$ cat src/pipe_defs.vh
// Purpose: constants for the six-stage pipeline control block
// Assumes: 40 MHz core clock, plain Verilog-2005
// Notes: included by every design file
`ifndef PIPE_DEFS_VH
`define PIPE_DEFS_VH
`define OPC_ALU 4'h0
`define OPC_LOAD 4'h1
`define OPC_STORE 4'h2
`define OPC_JUMP 4'h3
`define OPC_BRANCH 4'h4
`define OPC_MUL 4'h5
`define OPC_DIV 4'h6
`define OPC_MFDIV 4'h7
`define OPC_ATOMIC_BIT_SET_OP 4'h8
`define OPC_ATOMIC_BIT_CLEAR_OP 4'h9
`define OPC_LL 4'hA
`define OPC_SC 4'hB
`define OPC_SYNC 4'hC
`define OPC_WAIT 4'hD
`define OPC_POS 31:28
`define RD_POS 27:23
`define RS_POS 22:18
`define RT_POS 17:13
`define MULW_POS 12
`define UNC_POS 11
`define SIZE_POS 10:9
`define IMM_POS 8:0
`define BOOT_VEC0 32'hBFC00000
`define BOOT_VEC1 32'h9FC00000
`define BOOT_VEC2 32'h80000000
`define BOOT_VEC3 32'hA0000000
`define DIV_MIN_NODSP 6'h0B
`define DIV_MAX_NODSP 6'h22
`define DIV_MIN_DSP 6'h0C
`define DIV_MAX_DSP 6'h26
`define KSEG_MASK 32'h1FFFFFFF
`define USEG_OFS 32'h40000000
`define WBUF_DEPTH 2
`define EXC_NONE 2'h0
`define EXC_ADEL 2'h1
`define EXC_ADES 2'h2
`define EXC_IBE 2'h3
`endif

$ cat src/pipe_divider.v
// Purpose: iterative divide sequencer, non-blocking
// Assumes: one core clock, start is a one-cycle pulse
// Notes: latency set by dividend sign extension
`timescale 1ns/1ps
`include "pipe_defs.vh"
module pipe_divider (
    input wire clk_i,
    input wire rst_i,
    input wire ce_i,
    input wire dsp_i,
    input wire start_i,
    input wire [31:0] dividend_i,
    input wire [4:0] dest_i,
    output reg busy_o,
    output reg [4:0] dest_o
);
    reg [5:0] cnt_q;
    // significant bytes of dividend beyond sign extension
    function [2:0] sig_bytes;
        input [31:0] v;
        begin
            if (v[31:7] == {25{v[31]}})
                sig_bytes = 3'h1;
            else if (v[31:15] == {17{v[31]}})
                sig_bytes = 3'h2;
            else if (v[31:23] == {9{v[31]}})
                sig_bytes = 3'h3;
            else
                sig_bytes = 3'h4;
        end
    endfunction
    wire [5:0] span_nodsp = (`DIV_MAX_NODSP - `DIV_MIN_NODSP) / 6'h3;
    wire [5:0] span_dsp = (`DIV_MAX_DSP - `DIV_MIN_DSP) / 6'h3;
    wire [2:0] nb = sig_bytes(dividend_i) - 3'h1;
    wire [5:0] lat_nodsp = (nb == 3'h3) ? `DIV_MAX_NODSP : `DIV_MIN_NODSP + span_nodsp * {3'h0, nb};
    wire [5:0] lat_dsp = (nb == 3'h3) ? `DIV_MAX_DSP : `DIV_MIN_DSP + span_dsp * {3'h0, nb};
    always @(posedge clk_i) begin
        if (rst_i) begin
            busy_o <= 1'b0;
            cnt_q <= 6'h00;
            dest_o <= 5'h00;
        end else if (ce_i) begin
            if (start_i) begin
                busy_o <= 1'b1;
                cnt_q <= (dsp_i ? lat_dsp : lat_nodsp) - 6'h1;
                dest_o <= dest_i;
            end else if (busy_o) begin
                if (cnt_q == 6'h01)
                    busy_o <= 1'b0;
                cnt_q <= cnt_q - 6'h1;
            end
        end
    end
endmodule // pipe_divider

$ cat src/pipe_wbuf.v
// Purpose: write buffer for cacheable stores
// Assumes: drains when the data port is free
// Notes: full stalls the memory stage
`timescale 1ns/1ps
`include "pipe_defs.vh"
module pipe_wbuf (
    input wire clk_i,
    input wire rst_i,
    input wire ce_i,
    input wire push_i,
    input wire [31:0] addr_i,
    input wire [31:0] data_i,
    input wire pop_i,
    output wire empty_o,
    output wire full_o,
    output wire [31:0] addr_o,
    output wire [31:0] data_o
);
    reg [31:0] addr_mem [0:`WBUF_DEPTH-1];
    reg [31:0] data_mem [0:`WBUF_DEPTH-1];
    reg rd_q;
    reg wr_q;
    reg [1:0] cnt_q;
    assign empty_o = (cnt_q == 2'h0);
    assign full_o = (cnt_q == 2'h2);
    assign addr_o = addr_mem[rd_q];
    assign data_o = data_mem[rd_q];
    wire do_push = push_i && !full_o;
    wire do_pop = pop_i && !empty_o;
    always @(posedge clk_i) begin
        if (do_push && ce_i) begin
            addr_mem[wr_q] <= addr_i;
            data_mem[wr_q] <= data_i;
        end
    end
    always @(posedge clk_i) begin
        if (rst_i) begin
            rd_q <= 1'b0;
            wr_q <= 1'b0;
            cnt_q <= 2'h0;
        end else if (ce_i) begin
            if (do_push)
                wr_q <= ~wr_q;
            if (do_pop)
                rd_q <= ~rd_q;
            cnt_q <= cnt_q + {1'b0, do_push} - {1'b0, do_pop};
        end
    end
endmodule // pipe_wbuf

$ cat src/pipe_core.v
// Purpose: six-stage pipeline sequencing and hazard control
// Assumes: single-cycle SRAM ports, one clock, simplified encoding
// Notes: datapath reduced to add; no register file
`timescale 1ns/1ps
`include "pipe_defs.vh"
// Behaviour
// - instructions flow fetch, register, address, execute, memory, write in order
// - results forward to dependent instructions without register file round trip
// - fetch takes instruction word from instruction SRAM port
// - register stage decodes, reads operands, redirects jumps early
// - address stage computes data address, full decode, Booth recode
// - execute evaluates branches and redirects fetch when taken
// - without DSP, 32x32 multiply issues only every other clock
// - with DSP, any multiply issues every clock
// - divide iterates; stall only when its result is consumed early or another divide issues while busy
// - without DSP divide takes 11 to 34 clocks by dividend size
// - with DSP divide takes 12 to 38 clocks by dividend size
// - execute applies fixed mapping address translation
// - memory stage performs load and store data access
// - cacheable stores enter write buffer, drain when port idle
// - uncacheable stores wait until oldest, then write
// - write stage prioritises pending exceptions and flags winner
// - write stage aligns load data to addressed byte lanes
// - atomic set/clear run with interrupts masked throughout
// - drive lock indication for linked load, sync indication for ordering
// - two boot pins select boot vector location
// - wait instruction enters power-down; clock may stop
module pipe_core (
    input wire clk_i,
    input wire rst_i,
    input wire ce_i,
    input wire dsp_i,
    input wire [1:0] boot_sel_i,
    input wire wake_i,
    input wire [31:0] imem_rdata_i,
    input wire [31:0] dmem_rdata_i,
    output reg [31:0] imem_addr_o,
    output reg imem_req_o,
    output reg [31:0] dmem_addr_o,
    output reg [31:0] dmem_wdata_o,
    output reg dmem_req_o,
    output reg dmem_we_o,
    output reg lock_o,
    output reg sync_o,
    output reg int_mask_o,
    output reg sleep_o,
    output reg [1:0] exc_code_o,
    output reg exc_o,
    output reg wb_en_o,
    output reg [4:0] wb_reg_o,
    output reg [31:0] wb_data_o
);
    reg [1:0] boot_m_q;
    reg [1:0] boot_s_q;
    reg wake_m_q;
    reg wake_s_q;
    reg [31:0] pc_q;
    reg boot_q;
    reg r_v_q, a_v_q, e_v_q, m_v_q, w_v_q;
    reg [31:0] r_ir_q, a_ir_q, e_ir_q, m_ir_q, w_ir_q;
    reg [31:0] r_pc_q;
    reg [31:0] a_op_q, e_op_q, e_addr_q, m_res_q, m_addr_q, w_res_q, w_addr_q;
    reg [31:0] a_opb_q, e_opb_q, m_opb_q;
    reg [2:0] e_booth_q;
    reg mul_busy_q;
    reg [1:0] atom_q;
    reg [31:0] atom_data_q;
    reg [1:0] w_exc_q;
    wire div_busy;
    wire [4:0] div_dest;
    wire wb_empty, wb_full;
    wire [31:0] wb_addr, wb_data;
    function [3:0] opc;
        input [31:0] ir;
        opc = ir[`OPC_POS];
    endfunction
    function uses;
        input [31:0] ir;
        input [4:0] r;
        uses = (r != 5'h00) && (ir[`RS_POS] == r || ir[`RT_POS] == r);
    endfunction
    // fixed mapping: kseg0/1 strip top bits, user space offset
    function [31:0] fmt_map;
        input [31:0] va;
        fmt_map = va[31] ? (va & `KSEG_MASK) : (va + `USEG_OFS);
    endfunction
    wire [31:0] boot_vec = (boot_s_q == 2'h0) ? `BOOT_VEC0 : (boot_s_q == 2'h1) ? `BOOT_VEC1 :
        (boot_s_q == 2'h2) ? `BOOT_VEC2 : `BOOT_VEC3;
    wire [3:0] r_op = opc(r_ir_q);
    wire [3:0] a_op = opc(a_ir_q);
    wire [3:0] e_op = opc(e_ir_q);
    wire [3:0] m_op = opc(m_ir_q);
    // load-use: loaded value only exists after memory stage
    wire ld_hz = a_v_q && (a_op == `OPC_LOAD || a_op == `OPC_LL) && uses(r_ir_q, a_ir_q[`RD_POS]);
    wire div_hz = r_v_q && r_op == `OPC_MFDIV && (div_busy || (a_v_q && a_op == `OPC_DIV) || (e_v_q && e_op == `OPC_DIV));
    wire div_hz2 = r_v_q && r_op == `OPC_DIV && div_busy;
    wire mul_hz = a_v_q && a_op == `OPC_MUL && a_ir_q[`MULW_POS] && !dsp_i && mul_busy_q;
    wire older_live = w_v_q;
    wire unc_st = m_v_q && m_op == `OPC_STORE && m_ir_q[`UNC_POS];
    wire m_stall = (unc_st && (older_live || !wb_empty)) ||
        (m_v_q && m_op == `OPC_STORE && !m_ir_q[`UNC_POS] && wb_full) ||
        (m_v_q && (m_op == `OPC_ATOMIC_BIT_SET_OP || m_op == `OPC_ATOMIC_BIT_CLEAR_OP) && atom_q != 2'h2) ||
        (m_v_q && (m_op == `OPC_LOAD || m_op == `OPC_LL) && !wb_empty);
    wire div_start = e_v_q && e_op == `OPC_DIV && !m_stall;
    wire sc_st = m_v_q && m_op == `OPC_SC && lock_o;
    wire a_stall = m_stall || mul_hz;
    wire r_stall = a_stall || ld_hz || div_hz || div_hz2;
    wire e_taken = e_v_q && e_op == `OPC_BRANCH && (e_op_q == e_opb_q);
    wire r_jump = r_v_q && r_op == `OPC_JUMP && !r_stall && !e_taken;
    wire r_wait = r_v_q && r_op == `OPC_WAIT;
    // forwarding from execute, memory and write results
    function [31:0] fwd;
        input [4:0] r;
        input [31:0] ex, mm, wr;
        begin
            if (r == 5'h00)
                fwd = 32'h00000000;
            else if (e_v_q && e_ir_q[`RD_POS] == r)
                fwd = ex;
            else if (m_v_q && m_ir_q[`RD_POS] == r)
                fwd = mm;
            else if (w_v_q && w_ir_q[`RD_POS] == r)
                fwd = wr;
            else
                fwd = 32'h00000000;
        end
    endfunction
    wire [31:0] e_res = e_op_q + e_opb_q;
    wire [31:0] opa = fwd(r_ir_q[`RS_POS], e_res, m_res_q, w_res_q);
    wire [31:0] opb = fwd(r_ir_q[`RT_POS], e_res, m_res_q, w_res_q);
    wire wb_pop = !wb_empty && !(m_v_q && (m_op == `OPC_ATOMIC_BIT_SET_OP || m_op == `OPC_ATOMIC_BIT_CLEAR_OP));
    // load aligner by byte offset and size
    function [31:0] align;
        input [31:0] d;
        input [1:0] off;
        input [1:0] sz;
        reg [31:0] sh;
        begin
            sh = d >> {off, 3'h0};
            case (sz)
                2'h0: align = {24'h000000, sh[7:0]};
                2'h1: align = {16'h0000, sh[15:0]};
                default: align = sh;
            endcase
        end
    endfunction
    always @(posedge clk_i) if (ce_i) begin
        boot_m_q <= boot_sel_i;
        boot_s_q <= boot_m_q;
        wake_m_q <= wake_i;
        wake_s_q <= wake_m_q;
    end
    always @(posedge clk_i) begin
        if (rst_i) begin
            pc_q <= 32'h00000000;
            boot_q <= 1'b1;
            r_v_q <= 1'b0;
            a_v_q <= 1'b0;
            e_v_q <= 1'b0;
            m_v_q <= 1'b0;
            w_v_q <= 1'b0;
            r_ir_q <= 32'h00000000; a_ir_q <= 32'h00000000; e_ir_q <= 32'h00000000;
            m_ir_q <= 32'h00000000; w_ir_q <= 32'h00000000; r_pc_q <= 32'h00000000;
            a_op_q <= 32'h00000000; a_opb_q <= 32'h00000000; e_op_q <= 32'h00000000;
            e_opb_q <= 32'h00000000; e_addr_q <= 32'h00000000; m_res_q <= 32'h00000000;
            m_addr_q <= 32'h00000000; m_opb_q <= 32'h00000000; w_res_q <= 32'h00000000;
            w_addr_q <= 32'h00000000; e_booth_q <= 3'h0; mul_busy_q <= 1'b0;
            atom_q <= 2'h0; atom_data_q <= 32'h00000000; w_exc_q <= `EXC_NONE;
            imem_addr_o <= 32'h00000000; imem_req_o <= 1'b0;
            dmem_addr_o <= 32'h00000000; dmem_wdata_o <= 32'h00000000;
            dmem_req_o <= 1'b0; dmem_we_o <= 1'b0;
            lock_o <= 1'b0; sync_o <= 1'b0; int_mask_o <= 1'b0; sleep_o <= 1'b0;
            exc_code_o <= `EXC_NONE; exc_o <= 1'b0;
            wb_en_o <= 1'b0; wb_reg_o <= 5'h00; wb_data_o <= 32'h00000000;
        end else if (ce_i) begin
            // fetch
            if (boot_q) begin
                pc_q <= boot_vec;
                boot_q <= 1'b0;
                imem_req_o <= 1'b1;
                imem_addr_o <= boot_vec;
            end else if (sleep_o) begin
                if (wake_s_q) begin
                    sleep_o <= 1'b0;
                    imem_req_o <= 1'b1;
                end
            end else if (e_taken) begin
                pc_q <= e_addr_q;
                imem_addr_o <= e_addr_q;
                r_v_q <= 1'b0;
            end else if (r_jump) begin
                pc_q <= r_pc_q + {23'h000000, r_ir_q[`IMM_POS]};
                imem_addr_o <= r_pc_q + {23'h000000, r_ir_q[`IMM_POS]};
                r_v_q <= 1'b0;
            end else if (r_wait && !r_stall) begin
                sleep_o <= 1'b1;
                imem_req_o <= 1'b0;
                r_v_q <= 1'b0;
            end else if (!r_stall && imem_req_o) begin
                r_ir_q <= imem_rdata_i;
                r_pc_q <= pc_q;
                r_v_q <= 1'b1;
                pc_q <= pc_q + 32'h00000004;
                imem_addr_o <= pc_q + 32'h00000004;
            end
            // register to address
            if (!r_stall) begin
                a_v_q <= r_v_q && !e_taken && r_op != `OPC_JUMP && r_op != `OPC_WAIT;
                a_ir_q <= r_ir_q;
                a_op_q <= opa;
                a_opb_q <= opb;
            end else if (!a_stall) begin
                a_v_q <= 1'b0;
            end
            // address to execute
            if (!a_stall) begin
                e_v_q <= a_v_q && !e_taken;
                e_ir_q <= a_ir_q;
                e_op_q <= a_op_q;
                e_opb_q <= a_opb_q;
                e_addr_q <= a_op_q + {23'h000000, a_ir_q[`IMM_POS]};
                e_booth_q <= a_opb_q[2:0];
                mul_busy_q <= a_v_q && a_op == `OPC_MUL && a_ir_q[`MULW_POS] && !dsp_i;
            end else if (!m_stall) begin
                e_v_q <= 1'b0;
                mul_busy_q <= 1'b0;
            end
            // execute to memory
            if (!m_stall) begin
                m_v_q <= e_v_q;
                m_ir_q <= e_ir_q;
                m_res_q <= e_res;
                m_addr_q <= fmt_map(e_addr_q);
                m_opb_q <= e_opb_q;
            end
            // memory access
            dmem_req_o <= 1'b0;
            dmem_we_o <= 1'b0;
            if (m_v_q && (m_op == `OPC_ATOMIC_BIT_SET_OP || m_op == `OPC_ATOMIC_BIT_CLEAR_OP)) begin
                int_mask_o <= 1'b1;
                if (atom_q == 2'h0) begin
                    dmem_req_o <= 1'b1;
                    dmem_addr_o <= m_addr_q;
                    atom_q <= 2'h1;
                end else if (atom_q == 2'h1) begin
                    atom_data_q <= (m_op == `OPC_ATOMIC_BIT_SET_OP) ? (dmem_rdata_i | m_opb_q) : (dmem_rdata_i & ~m_opb_q);
                    dmem_req_o <= 1'b1;
                    dmem_we_o <= 1'b1;
                    dmem_wdata_o <= (m_op == `OPC_ATOMIC_BIT_SET_OP) ? (dmem_rdata_i | m_opb_q) : (dmem_rdata_i & ~m_opb_q);
                    atom_q <= 2'h2;
                end else begin
                    atom_q <= 2'h0;
                end
            end else begin
                int_mask_o <= 1'b0;
                atom_q <= 2'h0;
                if (m_v_q && !m_stall && (m_op == `OPC_LOAD || m_op == `OPC_LL || unc_st || sc_st)) begin
                    dmem_req_o <= 1'b1;
                    dmem_we_o <= unc_st || sc_st;
                    dmem_addr_o <= m_addr_q;
                    dmem_wdata_o <= m_opb_q;
                end else if (wb_pop) begin
                    dmem_req_o <= 1'b1;
                    dmem_we_o <= 1'b1;
                    dmem_addr_o <= wb_addr;
                    dmem_wdata_o <= wb_data;
                end
            end
            if (m_v_q && !m_stall && m_op == `OPC_LL)
                lock_o <= 1'b1;
            else if (m_v_q && !m_stall && m_op == `OPC_SC)
                lock_o <= 1'b0;
            sync_o <= m_v_q && !m_stall && m_op == `OPC_SYNC;
            // write stage
            w_v_q <= m_v_q && !m_stall;
            w_ir_q <= m_ir_q;
            w_res_q <= m_res_q;
            w_addr_q <= m_addr_q;
            if (m_addr_q[1:0] != 2'h0 && m_ir_q[`SIZE_POS] == 2'h2 && m_op == `OPC_LOAD)
                w_exc_q <= `EXC_ADEL;
            else if (m_addr_q[1:0] != 2'h0 && m_ir_q[`SIZE_POS] == 2'h2 && m_op == `OPC_STORE)
                w_exc_q <= `EXC_ADES;
            else if (m_op > `OPC_WAIT)
                w_exc_q <= `EXC_IBE;
            else
                w_exc_q <= `EXC_NONE;
            exc_o <= w_v_q && w_exc_q != `EXC_NONE;
            exc_code_o <= w_v_q ? w_exc_q : `EXC_NONE;
            wb_en_o <= w_v_q && w_exc_q == `EXC_NONE && opc(w_ir_q) != `OPC_STORE;
            wb_reg_o <= w_ir_q[`RD_POS];
            wb_data_o <= (opc(w_ir_q) == `OPC_LOAD || opc(w_ir_q) == `OPC_LL) ?
                align(dmem_rdata_i, w_addr_q[1:0], w_ir_q[`SIZE_POS]) : w_res_q;
        end
    end
    pipe_divider u_div (
        .clk_i(clk_i),
        .rst_i(rst_i),
        .ce_i(ce_i),
        .dsp_i(dsp_i),
        .start_i(div_start),
        .dividend_i(e_op_q),
        .dest_i(e_ir_q[`RD_POS]),
        .busy_o(div_busy),
        .dest_o(div_dest)
    );
    pipe_wbuf u_wbuf (
        .clk_i(clk_i),
        .rst_i(rst_i),
        .ce_i(ce_i),
        .push_i(m_v_q && !m_stall && m_op == `OPC_STORE && !m_ir_q[`UNC_POS]),
        .addr_i(m_addr_q),
        .data_i(m_opb_q),
        .pop_i(wb_pop),
        .empty_o(wb_empty),
        .full_o(wb_full),
        .addr_o(wb_addr),
        .data_o(wb_data)
    );
endmodule // pipe_core

$ cat config.mk
export PLATFORM = sky130hd
export DESIGN_NAME = pipe_core
export DESIGN_NICKNAME = d
export VERILOG_FILES = /design/src/pipe_divider.v /design/src/pipe_wbuf.v /design/src/pipe_core.v
export VERILOG_INCLUDE_DIRS = /design/src
export SDC_FILE = /design/constraint.sdc
export NUM_CORES = 2
export LEC_CHECK = 0
export BUFFER_PORTS_ARGS = -buffer_cell sky130_fd_sc_hd__buf_4
export CAP_MARGIN = 20
export CORE_MARGIN = 5
export CORE_UTILIZATION = 40
export DETAILED_ROUTE_END_ITERATION = 16
export GPL_TIMING_DRIVEN = 0
export PLACE_DENSITY = 0.65
export SYNTH_ARGS = -nofsm -noshare
export SYNTH_HDL_FRONTEND = slang
export SYNTH_SLANG_ARGS = --single-unit
$ cat constraint.sdc
create_clock -name clk_i -period 4.98 [get_ports clk_i]
set_clock_uncertainty 0.1 [all_clocks]
set_input_delay 1.245 -clock clk_i [delete_from_list [all_inputs] [get_ports clk_i]]
set_output_delay 1.245 -clock clk_i [all_outputs]
set_load 0.01 [all_outputs]
# --- After elaboration in Yosys (flattened, before gate mapping) ---
# Memories as Yosys holds them, arrays and structs flattened. A register that Yosys moved wholly into a read port is not among the register bits.
# Cells that the tools add are included.
op_classes:
  addsub: 12
  multipliers: 1
  magnitude_cmp: 1
  eq_ne: 53
  n_shift: 1
  mux: 85
  bitwise: 13
  n_reduce_logical: 118
ops:
  columns: ["cell", "count"]
  rows:
  - ["$mux W32", 26]
  - ["$mux W30", 3]
  - ["$add A32 B9 Y32", 2]
  - ["$pmux W32 S2", 1]
  - ["$logic_and A1 B1 Y1", 60]
  - ["$eq A5 B5 Y1", 8]
  - ["$mux W1", 40]
  - ["$add A32 B3 Y32 const B", 1]
  - ["$add A32 B31 Y32 const B", 1]
  - ["$add A32 B32 Y32", 1]
  - ["$and A32 B32 Y32", 1]
  - ["$eq A32 B32 Y1", 1]
  - ["$eq A4 B4 Y1 const B", 8]
  - ["$not A32 Y32", 1]
  - ["$or A32 B32 Y32", 1]
  - ["$shr A32 B5 Y32", 1]
  - ["$mux W6", 5]
  - ["$eq A24 B24 Y1", 1]
  - ["$eq A4 B3 Y1 const B", 6]
  - ["$reduce_and A2 Y1", 10]
  - ["$logic_or A1 B1 Y1", 18]
  - ["$eq A16 B16 Y1", 1]
  - ["$mux W2", 7]
  - ["$add A4 B6 Y6 const A", 2]
  - ["32 further kinds", 78]
word_totals:
  reg_bits: 654
  ram_bits: 128
  wordCells: 335
  mem_count: 2
mem_list:
  columns: ["name", "words", "word_bits", "read_ports", "rd_ports_with_merged_regs", "wr", "line_no", "source"]
  rows:
  - ["u_wbuf.addr_mem", 2, 32, 1, 1, 1, "pipe_wbuf.v:19", "reg [31:0] addr_mem [0:`WBUF_DEPTH-1];"]
  - ["u_wbuf.data_mem", 2, 32, 1, 1, 1, "pipe_wbuf.v:20", "reg [31:0] data_mem [0:`WBUF_DEPTH-1];"]

# --- Longest topological paths before layout ---
depth:
  word_depth: 19
  depth_mapped: 13
  depth_no_buf: 12

# --- By module ---
# Synthesis repeated with hierarchy kept, for this count alone.
unflattened:
  cells_unflattened: 3805
  area_unflattened_um2: 33485.9
by_module_without_submodules:
  columns: ["module", "instances", "cells_each", "area_each_um2", "seq_area_each_um2"]
  rows:
  - ["pipe_core", 1, 3466, 27732.8, 11511.0]
  - ["pipe_wbuf", 1, 230, 4922.2, 3943.8]
  - ["pipe_divider", 1, 109, 830.8, 240.2]

# --- Least setup slack after synthesis ---
# No wires, ideal clock.
synth_path:
  path_type: "input port to flip-flop"
  start: "input port ce_i"
  end: "memory u_wbuf.addr_mem[0][0], enable pin"
  setup_time_ns: 0.488
  arrival_ns: 4.798
  required_time_ns: 4.392
  setup_slack_ns: -0.405
  stages: 5
  path_cell_list: "clkbuf_1 -> inv_1 -> a2111oi_4 -> nand2_1 -> nor2_1"
synth_via:
  elab_chain_len: 3
synth_rtl:
  columns: ["element", "line_no", "source"]
  rows:
  - ["from (decl)", "pipe_core.v:31", "input wire ce_i,"]
  - ["$logic_and A1 B1 Y1", "pipe_wbuf.v:31", "if (do_push && ce_i) begin"]
  - ["$mux W1", "pipe_wbuf.v:31", null]
  - ["$mux W1 (not written as such)", "pipe_wbuf.v:32", "addr_mem[wr_q] <= addr_i;"]
  - ["to (decl)", "pipe_wbuf.v:19", null]
# No other way between the ends.

# --- Worst setup path in the final report ---
layout_path:
  start: "input port ce_i"
  end: "register m_opb_q[28]"
layout_via:
  elab_chain_len: 1
layout_rtl:
  columns: ["element", "line_no", "source"]
  rows:
  - ["$reduce_and A2 Y1 (no source line)", null, null]
  - ["to (signal assigned)", "pipe_core.v:234", "m_opb_q <= e_opb_q;"]
  - ["to (decl)", "pipe_core.v:63", "reg [31:0] a_opb_q, e_opb_q, m_opb_q;"]
# No other way between the ends.
# A chain may end at the register's enable or synchronous reset.

==> impl_metrics.ini <==
[cells_and_area]
area_growth_pct = 16.9
stdcell_count = 5254
drive_gt1_frac = 0.108
n_antenna_cell = 0
top_regs = u_wbuf.addr_mem: 64 flops, u_wbuf.data_mem: 64 flops
final_nets = 4255

[timing]
slew_headroom = 0.214
tightest_slew_ns = 1.17
rsz0062_at_grt = false
hold_viol = 0
fmaxAchievable_ghz = 0.215
fin_tns_setup_ns = 0
drv_slew = 0
period_minus_slack_ns = 4.66
finalCritPeriodShare = 0.935
finalSetupViolCount = 0

[synth]
synth_top_cell_area_share = 0.351
syn_area_mm2 = 0.0329
synth.yosys.warnings = 0
synth_enable_flop_cells = 134
synth_seq_cells = 712
ys_top_cells_by_area = dfxtp_1, edfxtp_1, nand2_1
synth_cell_types = 94
syn_inst = 3827
yosysSeqAreaShare = 0.474
async_reset_ff_frac = 0
syn_avg_cell_area_um2 = 8.61
synth_flop_cell = dfxtp_1
synthesis.nets = 3958
yosysTopAreaCell = dfxtp_1

[routing]
wl_met2_mm = 54.5
postRouteAntennaNets = 0
dr_wl_met3_mm = 11.8
via_per_inst = 5.86
via_count = 30800
routed_wl_mm = 124
drc = 0
first_pass_iters = 6
wire_per_inst_um = 23.5
drt_iter0_drc = 3793
wl_met1_mm = 51.2
topRoutingLayerUsed = met5

[clock_network]
ctsRootBufferMaster = clkbuf_16
hold_buffers = 0
cts_tree = yes
clock_latency_ns = 0.64
cts.sinks = 712
cts_resized = 0
clockBufferDepth = 3
cts.reportedPaths.clkPinSlew_ns = 0.06
postCtsSetupBuffers = 0
h-tree-depth = 3
cts_buffers = 77

[die]
dieArea_mm2 = 0.0882
num_rows = 105
start_util = 0.402
die_h_um = 297
die_w_um = 297
coreArea_mm2 = 0.0818
io_pins = 215

[critical_path]
cp-endpoint = m_opb_q[28]
r2r-end = r_pc_q[7]
crit_chain = buf_4 > clkbuf_1 > inv_1 > a2111oi_4 > clkbuf_1 > clkbuf_1 > nand2_1 > a21oi_1
worstSetupEndpointType = register
r2r_cells = 11
crit-reg2reg-launch = e_opb_q[7]
critPathLaunch = ce_i
cp.arrival_ns = 5.10
critPathLaunchType = input pin
critPathKind = in2reg
r2r_slack_ns = 0.79
cp_max_fo = 10
required_ns = 5.42
crit_path_frequent_cell = clkbuf_1
cp_slowest_stage_delay_ns = 0.86
cp_slowest_cell = clkbuf_1

[outcome]
outcome = completed

[global_routing]
antenna_found_initial = 1
grt-ovfl-total = 0
grt_first_pass_wirelength_mm = 182
grtUsageTotal = 0.267
grt_pass1_vias = 28200
grt_max_degree = 33

[pwr]
vdd_ir_drop_max_mv = 0.217
power_mw = 12.8
p_leak_nw = 13.8
power_density_mw_per_mm2 = 332

[flow_run]
maxCapViolations = 0

[place]
dp_hpwl_mm = 94.6
routabilityCongestion = 0.995
port_buffers = 213
placedCellCount = 5115

[worst_hold_path]
hold_path_class = reg2reg
## worst max-delay path: cells and delay by family
kind,cells,cell delay [ns]
and+or+nand+nor,1,0.39
buffers and inverters,5,2.58
AOI/OAI and AO/OA,2,0.86
## area by class of cell
cell class	count	area, um^2
Fill cell	7994	43300
Multi-Input combinational cell	2785	16000
Sequential cell	712	15600
Clock buffer	103	2170
Timing Repair Buffer	218	1690
Tap cell	1070	1340
Buffer	299	1240
Clock inverter	36	357
Inverter	31	116
## logic make-up after synthesis
group	share of synthesized area
buf+inv	0.0411
flops	0.474
mux	0.0441
fa+ha+maj	0.0235
compound gates	0.200
simple gates	0.181
xor+xnor	0.0372
## how the worst min path moves through the flow
stage | startpoint | end | slack, ns | cells past startpoint
2_1_floorplan | boot_m_q[0] | boot_s_q[0] | 0.30 | 0
3_3_place_gp | boot_m_q[1] | boot_s_q[1] | 0.30 | 0
3_5_place_dp | boot_m_q[0] | boot_s_q[0] | 0.31 | 0
4_1_cts | boot_m_q[0] | boot_s_q[0] | 0.32 | 0
5_1_grt | boot_m_q[0] | boot_s_q[0] | 0.32 | 0
6_report | boot_m_q[0] | boot_s_q[0] | 0.32 | 0
## power by group
group	total [mW]	switching, mW	leakage (nW)	internal, mW
clock network	5.78	2.45	1.22	3.33
registers	6.04	0.0956	6.02	5.95
logic	0.968	0.637	6.55	0.331
## synth_stat cells, types with 8 or more instances
master and number:
inv_1 31, nor2_1 341, nand4_1 24, nand2b_1 10, o22ai_1 36, a21o_1 35
buf_1 18, dfxtp_1 578, nand2_1 772, a22oi_1 74, nor4_1 24, xnor2_1 86
a21oi_1 476, mux2i_1 100, nor2b_1 13, and3_1 16, nand3_1 56, o21ai_0 95
a22o_1 12, o211ai_1 47, xor2_1 54, nor3b_1 8, nor3_1 60, a31oi_1 17
edfxtp_1 134, mux2_2 40, clkbuf_1 236, buf_2 30, a221oi_1 42, o21a_1 40
a211oi_1 84, buf_6 9, ha_1 57, a311oi_1 13, o21ai_1 17, or3_1 13
nand3b_1 9
## through the flow
step | instance area (um^2) | hold slack (ns) | util | setup WS (ns)
5_1_grt | 38500 | 0.323 | 0.470 | 0.267
3_3_place_gp | 35900 | 0.302 | 0.438 | -1.63
3_5_place_dp | 36000 | 0.306 | 0.440 | -0.178
2_1_floorplan | 32900 | 0.300 | - | 0.647
6_report | 38500 | 0.319 | 0.470 | 0.322
4_1_cts | 38500 | 0.320 | 0.470 | 0.453
## cell usage in the layout (no fill, tap or decap), types with 18 or more instances in the layout
master     synthesis  layout
a221oi_1          42      42
o21a_1            40      40
nand3_1           56      56
a21oi_1          476     476
o22ai_1           36      36
buf_2             30      31
inv_1             31      31
xor2_1            54      54
buf_1             18      18
dfxtp_1          578     578
ha_1              57      57
nor3_1            60      60
nand4_1           24      24
mux2_2            40      40
o21ai_0           95      95
edfxtp_1         134     134
nor4_1            24      24
nor2_1           341     339
a21o_1            35      35
o211ai_1          47      47
nand2_1          772     772
clkbuf_16          0      79
a211oi_1          84      84
clkbuf_1         236     250
xnor2_1           86      86
buf_4              1     214
mux2i_1          100     100
a22oi_1           74      74
## layer usage
metal | global-route usage | up-vias
met5 | 0 | -
met4 | 0.112 | 2
met3 | 0.0534 | 324
met2 | 0.417 | 1550
met1 | 0.363 | 14800
li1 | - | 14100
Power figures use the tool's default switching activity.
